<file path="src/fosc_pkg.sv">
// Package for the filter output and start control block
package fosc_pkg;
  localparam int ACC_W = 40;      // Output register width, top accumulator bits
  localparam int OUT_W = 24;      // Output bus width
  localparam int ACC_IN_W = 43;   // Full accumulator width
  localparam int ACC_DROP = 3;    // Low accumulator bits not kept
  localparam int DATA_W = 16;     // Accuracy held through both stages
  // Output register bit positions (weight 2^8 at bit 39, 2^-31 at bit 0)
  localparam int POS_HI_SEL = 39; // Upper byte, select high: 2^8..2^1
  localparam int POS_HI_LOW = 15; // Upper byte, select low: 2^-16..2^-23
  localparam int POS_LO_NRM = 31; // Low word, no bypass: 2^0..2^-15
  localparam int POS_LO_BYP = 15; // Low word, bypass: 2^-16..2^-31
  localparam logic [23:0] OUT_RST = 24'h000000;
  localparam logic [39:0] ACC_RST = 40'h0000000000;

  typedef struct packed {
    logic upper_byte_select;
    logic final_stage_bypass;
  } fosc_sel_s;

  typedef enum logic [1:0] {ST_IDLE, ST_RUN} fosc_run_e;
endpackage

</file>
<file path="src/fosc_top.sv">
// Output formatter, output-valid strobe and start control
// Notes on behaviour
// - Output-valid strobe rises when a new result sits on the output bus.
// - Both filter stages keep sixteen bits of accuracy.
// - Output bit weights follow bypass and upper byte select settings.
// - Reset, configure, then start; data ignored until start.
// - Async start synchronised, drives cascade output and internal start.
// - Sync start pulse, already synchronous, starts operation directly.
// - Cascade output timed so fed device starts on same clock.
// - Start recognised only on a sampled high-to-low transition.
// - Reset holds internal start inactive.
// - Top forty accumulator bits latched; output muxes read that register.
module fosc_top
  import fosc_pkg::*;
(
  input wire logic clk,
  input wire logic rst,
  input wire logic async_start_n,
  input wire logic sync_start_n,
  input wire logic filter_disable,
  input wire fosc_sel_s sel,
  input wire logic [ACC_IN_W-1:0] acc_in,
  input wire logic acc_done,
  input wire logic data_in_valid,
  output logic start_cascade_out_n,
  output logic internal_start,
  output logic running,
  output logic data_accept,
  output logic [OUT_W-1:0] data_out,
  output logic data_ready
);

  logic async_meta;
  logic async_sync;
  logic async_prev;
  logic sync_prev;
  logic async_fall;
  logic sync_fall;
  logic [ACC_W-1:0] out_reg;
  logic out_new;
  fosc_run_e run_state;
  logic [OUT_W-1:0] next_data_out;
  logic strobe_arm;

  // Async start two-flop synchroniser and edge history
  always_ff @(posedge clk) begin
    if (rst) begin
      async_meta <= 1'b1;
      async_sync <= 1'b1;
      async_prev <= 1'b1;
      sync_prev <= 1'b1;
    end else begin
      async_meta <= async_start_n;
      async_sync <= async_meta;
      async_prev <= async_sync;
      sync_prev <= sync_start_n;
    end
  end

  // Falling edges only; a held-low level never restarts
  assign async_fall = async_prev & ~async_sync;
  assign sync_fall = sync_prev & ~sync_start_n;

  // Internal start pulse, OR of the sync falling edge and the low cascade output, forced off in reset
  always_ff @(posedge clk) begin
    if (rst) begin
      internal_start <= 1'b0;
      start_cascade_out_n <= 1'b1;
    end else begin
      // Async path leaves on the cascade first and re-enters through
      // it, so this block and a fed device start on the same edge
      internal_start <= sync_fall | ~start_cascade_out_n;
      start_cascade_out_n <= ~async_fall;
    end
  end

  // Run state: idle until a start, disable pauses output
  always_ff @(posedge clk) begin
    if (rst) begin
      run_state <= ST_IDLE;
    end else begin
      case (run_state)
        ST_IDLE: begin
          if (internal_start) begin
            run_state <= ST_RUN;
          end
        end
        ST_RUN: begin
          if (filter_disable) begin
            run_state <= ST_IDLE;
          end
        end
        default: run_state <= ST_IDLE;
      endcase
    end
  end

  assign running = (run_state == ST_RUN);
  assign data_accept = running & data_in_valid;

  // Output register keeps the top forty accumulator bits
  always_ff @(posedge clk) begin
    if (rst) begin
      out_reg <= ACC_RST;
      out_new <= 1'b0;
    end else begin
      out_new <= 1'b0;
      if (acc_done && running) begin
        out_reg <= acc_in[ACC_IN_W-1:ACC_DROP];
        out_new <= 1'b1;
      end
    end
  end

  // Output formatter muxes
  always_comb begin
    next_data_out = OUT_RST;
    if (sel.final_stage_bypass) begin
      next_data_out[23:16] = out_reg[POS_HI_LOW -: 8];
      next_data_out[15:0] = out_reg[POS_LO_BYP -: DATA_W];
    end else begin
      next_data_out[15:0] = out_reg[POS_LO_NRM -: DATA_W];
      if (sel.upper_byte_select) begin
        next_data_out[23:16] = out_reg[POS_HI_SEL -: 8];
      end else begin
        next_data_out[23:16] = out_reg[POS_HI_LOW -: 8];
      end
    end
  end

  // Bus loads a clock before the strobe rises, strobe one clock wide
  always_ff @(posedge clk) begin
    if (rst) begin
      data_out <= OUT_RST;
      data_ready <= 1'b0;
    end else begin
      if (out_new) begin
        data_out <= next_data_out;
      end
      // One clock wide, a clock after the bus has loaded
      data_ready <= strobe_arm;
    end
  end

  // Strobe delayed one clock after data so the bus is settled
  always_ff @(posedge clk) begin
    if (rst) begin
      strobe_arm <= 1'b0;
    end else begin
      strobe_arm <= out_new;
    end
  end

  property p_one_strobe;
    @(posedge clk) disable iff (rst)
      strobe_arm |=> data_ready ##1 !data_ready;
  endproperty
  a_one_strobe: assert property (p_one_strobe)
    else $error("strobe not one clock after result");

  property p_stable;
    @(posedge clk) disable iff (rst)
      $rose(data_ready) |-> $stable(data_out);
  endproperty
  a_stable: assert property (p_stable)
    else $error("output bus moved at strobe");

  property p_reset_start;
    @(posedge clk) rst |=> !internal_start;
  endproperty
  a_reset_start: assert property (p_reset_start)
    else $error("internal start active after reset");

  property p_sync_start;
    @(posedge clk) disable iff (rst)
      (sync_prev && !sync_start_n) |=> internal_start ##1 running;
  endproperty
  a_sync_start: assert property (p_sync_start)
    else $error("sync start did not start block");

  property p_cascade;
    @(posedge clk) disable iff (rst)
      $fell(start_cascade_out_n) |=> internal_start;
  endproperty
  a_cascade: assert property (p_cascade)
    else $error("cascade out not aligned with start");

  property p_async;
    @(posedge clk) disable iff (rst)
      $fell(async_start_n) ##1 !async_start_n ##1 !async_start_n
        |=> !start_cascade_out_n;
  endproperty
  a_async: assert property (p_async)
    else $error("async start not seen on cascade");

  property p_no_level;
    @(posedge clk) disable iff (rst)
      (!sync_prev && !sync_start_n && async_prev == async_sync)
        |=> !internal_start;
  endproperty
  a_no_level: assert property (p_no_level)
    else $error("start taken from a low level");

  property p_idle;
    @(posedge clk) disable iff (rst) !running |-> !data_accept;
  endproperty
  a_idle: assert property (p_idle)
    else $error("data accepted before start");

  property p_latch;
    @(posedge clk) disable iff (rst)
      (acc_done && running) |=> out_reg == $past(acc_in[42:3]);
  endproperty
  a_latch: assert property (p_latch)
    else $error("output register not latched");

  property p_fmt;
    @(posedge clk) disable iff (rst)
      (out_new && !sel.final_stage_bypass && sel.upper_byte_select)
        |=> data_out == out_reg[39:16];
  endproperty
  a_fmt: assert property (p_fmt)
    else $error("upper byte select format wrong");

endmodule

</file>
<file path="config.mk">
export PLATFORM = sky130hd
export DESIGN_NAME = fosc_top
export DESIGN_NICKNAME = d
export VERILOG_FILES = /design/src/fosc_pkg.sv /design/src/fosc_top.sv
export SDC_FILE = /design/constraint.sdc
export NUM_CORES = 1
export LEC_CHECK = 0
export ABC_AREA = 0
export ABC_CLOCK_PERIOD_IN_PS = 3500
export BUFFER_PORTS_ARGS = -buffer_cell sky130_fd_sc_hd__buf_2
export CORE_ASPECT_RATIO = 1.1
export CORE_MARGIN = 4
export CORE_UTILIZATION = 43
export CTS_CLUSTER_DIAMETER = 30
export DETAILED_ROUTE_END_ITERATION = 10
export GPL_TIMING_DRIVEN = 0
export HOLD_SLACK_MARGIN = 0.06
export PLACE_DENSITY_LB_ADDON = 0.2
export SYNTH_ARGS = -nofsm -noshare
export SYNTH_HDL_FRONTEND = slang
export SYNTH_SLANG_ARGS = --single-unit
export TNS_END_PERCENT = 1
</file>
<file path="constraint.sdc">
create_clock -name clk -period 3.5 [get_ports clk]
set_clock_uncertainty 0.15 [all_clocks]
set_input_delay 0.35 -clock clk [delete_from_list [all_inputs] [get_ports clk]]
set_output_delay 0.35 -clock clk [all_outputs]
set_load 0.02 [all_outputs]
</file>
==> results.yml, run 1 <==
synthesis:
  synth-warning-count: 0
  async_reset_ff_share_pct: 0
  synthCells: 326
  synth_top_cell_area_share_pct: 46.5
  post-synth-top-count-cell: "dfxtp_1"
  ys_ff_latch: 74
  synthDistinctLibCells: 25
  avgSynthCellArea_um2: 9.78
  syn_area_um2: 3190
  syn_nets: 378
  synth_flop_cell: "dfxtp_1"
  synth-edff-count: 0
  yosysTopAreaCell: "dfxtp_1"
  yosys-top-cells-area: "dfxtp_1, a21bo_2, a21oi_1"
  synth_commonest_cells: "dfxtp_1, a21oi_1, nand3_1"
  ys_seq_area_share_pct: 46.5
setup_path:
  path_class: "reg2out"
  cp_cell_sequence: "buf_4 > buf_2 > and2_1 > buf_2"
  slowest_stage: "dfxtp_1"
  worstPathArrival_ps: 1470
  path_max_fanout: 10
  start_kind: "flop"
  worst_path_most_repeated_cell: "buf_2"
  path_delay_family: "buffers and inverters"
  critical_path_buf_inv_count: 3
  max_stage_delay_ps: 400
  cp-end-kind: "primary output"
  cp_data_required_time_ps: 3000
clock_network:
  cts.path.max_buffers: 2
  clkSinkCount: 74
  post_cts_buffers: 0
  clkLatencyLatePin_ps: 340
  cts_tree: "yes"
  cts_resized: 0
  cts-root-buf: "clkbuf_8"
  ctsHoldBuffers: 3
  cts_buffers: 9
  htree_levels: 3
  clkTransAtPathRegs_ps: 70
cells_and_area:
  area_growth_pct: 20.6
  fin_area_um2: 3850
  largest_register_ffs: 40
  final_cells: 503
  layout-drive-gt1-share_pct: 39.2
  diodes: 0
  num-nets-final: 466
  postLayoutCoreUtil_pct: 54.0
power_and_ir_drop:
  p_leak_nw: 1.65
  ir_drop_mv: 0.308
  power_density_nw_per_um2: 426
detailed_routing:
  via_per_inst: 5.27
  ant_nets: 0
  post-route-drc-count: 0
  via_count: 2653
  drt-total-wl_um: 7930
  wl_per_cell_um: 15.8
  drt_iter0_drc: 109
  first_pass_iters: 4
timing:
  rsz0062_at_grt: "no"
  hold_violations: 0
  period_needed_ps: 1970
  period_share_pct: 56.4
  tns_ps: 0
  finalSetupViolCount: 0
  max_slew.worst_pin.slew_ps: 495
  max_freq_mhz: 506
  maxSlewHeadroom_pct: 67.0
  maxSlewViolCount: 0
placed_design:
  gp_congestion: 0.774
  io_buffer_count: 74
  post-place-cells: 485
  dpl_cell_area_um2: 3660
  hpwl_um: 5930
die:
  die_y_um: 98.3
  io_pins: 81
  core_area_um2: 7130
  die_w_um: 90.1
  die_area_um2: 8860
  rows: 32
  start_util_pct: 44.7
min_path:
  hold_path_class: "in2reg"
grt:
  grt_pass1_wl_um: 13000
  grt_pass1_vias: 2690
  grt.total_usage_pct: 18.6
  overflow: 0
  grt_max_degree: 12
  antenna_found_initial: 0
outcome:
  status: "completed"
flow_run:
  drv_cap: 0
-- path summary, 6_finish.rpt --
| kind | slack (ps) | cells past startpoint | to | from |
|---|---|---|---|---|
| max reg2reg | 2150 | 3 | out_reg[2] | run_state[0] |
| max | 1530 | 4 | data_accept | run_state[0] |
| min reg2reg | 230 | 1 | start_cascade_out_n | async_prev |
| min | 120 | 3 | out_reg[24] | acc_in[27] |
-- power breakdown --
| group | total, mW | internal, mW | leakage [nW] | switching, mW |
|---|---|---|---|---|
| clock network | 0.551 | 0.249 | 0.0827 | 0.301 |
| logic | 0.205 | 0.0902 | 0.965 | 0.114 |
| registers | 0.885 | 0.870 | 0.601 | 0.0150 |
-- worst min-delay path: cells and delay by family --
kind	cells	cell delay, ps
and+or+nand+nor	1	60
AOI/OAI and AO/OA	1	50
buffers and inverters	1	100
-- layout by cell type (no fill, tap or decap) --
cell type / synthesis / final
dlygate4sd3_1: 0 / 3
and4bb_2: 2 / 2
or2_2: 3 / 3
nand2b_4: 1 / 1
a21bo_1: 2 / 2
a21bo_2: 38 / 38
a311oi_1: 8 / 8
nor2_1: 19 / 19
a211oi_1: 17 / 17
buf_8: 1 / 1
clkbuf_8: 0 / 9
o21bai_1: 8 / 8
nand3_1: 40 / 40
clkinv_2: 0 / 4
and2_1: 1 / 1
dfxtp_1: 74 / 74
clkbuf_1: 3 / 5
buf_6: 3 / 3
buf_2: 25 / 99
a21oi_1: 41 / 41
nor4bb_1: 6 / 6
nor2b_1: 2 / 2
inv_1: 9 / 9
nand2_1: 2 / 2
buf_4: 3 / 3
nand2b_1: 1 / 1
buf_12: 1 / 1
mux2i_1: 16 / 16
-- stage by stage --
step | worst slack (ps) | power (mW) | hold slack, ps
after floorplan | 1930 | 1.03 | 193
after CTS | 1520 | 1.65 | 105
after global routing | 1430 | 1.72 | 110
final | 1530 | 1.64 | 115
after global placement | 1910 | 1.10 | 199
after detailed placement | 1910 | 1.11 | 216
-- cell type report --
cell class	instances	area (um^2)
repair buffers	77	400
plain buffers	36	228
clock inverters	4	20.0
fillers	699	3280
flip-flops and latches	74	1480
inverters	9	33.8
clock buffers	11	131
well taps	85	106
multi-input cells	207	1450
-- layer usage --
layer	share of wire, %	routed length [um]	track usage (%)	vias up
li1	-	-	-	1343
met1	44	3530	22.3	1233
met2	48	3820	32.2	63
met3	5.2	414	4.01	14
met4	2.1	165	7.54	0
met5	0	0	0	-
-- logic make-up after synthesis --
logic type,count (synthesis),share of synthesized area [%]
buf+inv,45,8.20
flops,74,46.5
simple gates,77,13.2
compound gates,114,27.1
mux,16,5.02
Power figures use the tool's default switching activity.
==> inputs of run 2 (changes only) <==
--- a/config.mk
+++ b/config.mk
@@ -5,8 +5,8 @@
 export SDC_FILE = /design/constraint.sdc
 export NUM_CORES = 1
 export LEC_CHECK = 0
-export ABC_AREA = 0
-export ABC_CLOCK_PERIOD_IN_PS = 3500
+export ABC_AREA = 1
+export ABC_CLOCK_PERIOD_IN_PS = 1850
 export BUFFER_PORTS_ARGS = -buffer_cell sky130_fd_sc_hd__buf_2
 export CORE_ASPECT_RATIO = 1.1
 export CORE_MARGIN = 4
==> constraint.sdc (replaced) <==
create_clock -name clk -period 1.85 [get_ports clk]
set_clock_uncertainty 0.15 [all_clocks]
set_input_delay 0.185 -clock clk [delete_from_list [all_inputs] [get_ports clk]]
set_output_delay 0.185 -clock clk [all_outputs]
set_load 0.02 [all_outputs]
==> results.yml, run 2 <==
outcome:
  status: "completed"
synthesis:
  syn_nets: 406
  async_reset_ff_share_pct: 0
  yosys-top-cells-area: "dfxtp_1, nor2_1, o21ai_0"
  ys_ff_latch: 74
  synth_commonest_cells: "nor2_1, dfxtp_1, o21ai_0"
  ys_seq_area_share_pct: 51.9
  post-synth-top-count-cell: "nor2_1"
  yosysTopAreaCell: "dfxtp_1"
  avgSynthCellArea_um2: 8.06
  synth-edff-count: 0
  synthCells: 354
  synthDistinctLibCells: 19
  synth_top_cell_area_share_pct: 51.9
  synth-warning-count: 0
  synth_flop_cell: "dfxtp_1"
  syn_area_um2: 2850
clock_network:
  cts-root-buf: "clkbuf_8"
  cts_resized: 0
  clkTransAtPathRegs_ps: 80
  ctsHoldBuffers: 46
  cts.path.max_buffers: 2
  clkSinkCount: 74
  post_cts_buffers: 0
  clkLatencyLatePin_ps: 330
  cts_tree: "yes"
  cts_buffers: 9
  htree_levels: 3
grt:
  overflow: 0
  grt_pass1_vias: 2741
  antenna_found_initial: 0
  grt.total_usage_pct: 20.4
  grt_max_degree: 13
  grt_pass1_wl_um: 12900
power_and_ir_drop:
  internal_power_mw: 2.66
  ir_drop_mv: 0.581
  combinationalPowerShare_pct: 12.2
  pwr-share-seq_pct: 48.4
  finalPower_mw: 3.51
  sw_frac_of_total_pct: 24.1
  switchingPower_mw: 0.844
  p_leak_nw: 1.77
  power_density_nw_per_um2: 875
  clkPwrFrac_pct: 39.3
timing:
  finalSetupViolCount: 0
  period_needed_ps: 1660
  hold_violations: 0
  fin_worst_hold_slack_ps: 134
  fin_ws_ps: 188
  max_freq_mhz: 602
  maxSlewViolCount: 0
  rsz0062_at_grt: "no"
  period_share_pct: 89.8
  tns_ps: 0
  maxSlewHeadroom_pct: 75.2
  max_slew.worst_pin.slew_ps: 373
detailed_routing:
  post-route-drc-count: 0
  wl_per_cell_um: 13.5
  first_pass_iters: 4
  drt-total-wl_um: 7720
  drt_iter0_drc: 170
  via_count: 2749
  ant_nets: 0
  via_per_inst: 4.81
setup_path:
  cp_data_required_time_ps: 1920
  start_kind: "input port"
  path_max_fanout: 7
  max_stage_delay_ps: 560
  slowest_stage: "dlygate4sd3_1"
  cp_cell_sequence: "dlygate4sd3_1 > buf_2 > or2_2 > dlygate4sd3_1"
  critical_path_buf_inv_count: 3
  path_delay_family: "buffers and inverters"
  worst_path_most_repeated_cell: "dlygate4sd3_1"
  cp-end-kind: "flop"
  path_class: "in2reg"
  worstPathArrival_ps: 1740
cells_and_area:
  final_cells: 571
  final-seq-area_um2: 1480
  multiInputGateArea_um2: 1100
  layout-drive-gt1-share_pct: 27.5
  diodes: 0
  postLayoutCoreUtil_pct: 63.6
  num-nets-final: 538
  final_common_cell: "buf_2"
  fin_area_um2: 4010
  area_growth_pct: 40.5
  fillCellCount: 587
  final_cell_mix: "buf_2, nor2_1, dfxtp_1"
  largest_register_ffs: 40
die:
  core_area_um2: 6310
  die_w_um: 85.7
  io_pins: 81
  die_y_um: 93.4
  start_util_pct: 45.2
  rows: 30
  die_area_um2: 8000
placed_design:
  dpl_cell_area_um2: 3330
  gp_congestion: 0.838
  hpwl_um: 5170
  io_buffer_count: 75
  post-place-cells: 509
  post-place-ws_ps: 554
min_path:
  hold_path_class: "in2reg"
flow_run:
  drv_cap: 0
## run 2: changes by cell type in the layout (fill, tap and decap cells not counted), moves of 8 or more
cell,previous run,this run
dlygate4sd3_1,3,46
nand2_1,2,28
buf_2,99,85
mux2i_1,16,0
a211oi_1,17,0
o21ai_2,0,11
a311oi_1,8,0
o21bai_1,8,0
a21bo_2,38,0
o21ai_0,0,54
nand3_1,40,9
nor2_1,19,83
## run 2: final timing paths
kind                              startpoint                   to  slack, ps  cells after the start
worst min-delay path                  sel[1]         data_out[19]        130                      5
worst min register to register    async_prev  start_cascade_out_n        240                      1
worst max register to register  run_state[0]          out_reg[17]        540                      4
worst max-delay path                     rst           async_meta        190                      4
## run 2: worst min-delay path, stage by stage
cell	delay, ps
clkbuf_2	150
nand3_1	90
nand2_1	60
nor2_1	40
nor2_1	70
## run 2: cell families (layout without fill, tap and decap cells)
logic type,after synthesis,count (layout),share of synthesized area [%]
flip-flops,74,74,51.9
AND/OR/NAND/NOR,123,123,16.8
buffers and inverters,42,179,9.34
AO/OA/AOI/OAI,115,115,21.9
## run 2: power groups by stage
| stage | combinational [mW] | sequential [mW] | clock (mW) |
|---|---|---|---|
| floorplan | 0.199 | 1.75 | 0 |
| global placement | 0.344 | 1.73 | 0 |
| CTS | 0.426 | 1.70 | 1.39 |
| finish | 0.428 | 1.70 | 1.38 |
| detailed placement | 0.350 | 1.74 | 0 |
| global route | 0.481 | 1.71 | 1.46 |
## run 2: metal layers
metal	vias up	track usage (%)	routed length, um	share of wire (%)
li1	1416	-	-	-
met1	1238	25.7	3480	45
met2	85	35.0	3750	49
met3	10	3.61	398	5.2
met4	0	6.86	97	1.3
met5	-	0	0	0
## run 2: layout make-up
type / count / area share [%]
buffer: 26 / 5.09
clock buffer: 11 / 3.53
clock inverter: 5 / 1.94
inverter: 16 / 1.56
multi-input combinational: 238 / 27.6
sequential: 74 / 37.0
tap: 80 / 2.50
timing repair buffer: 121 / 20.9
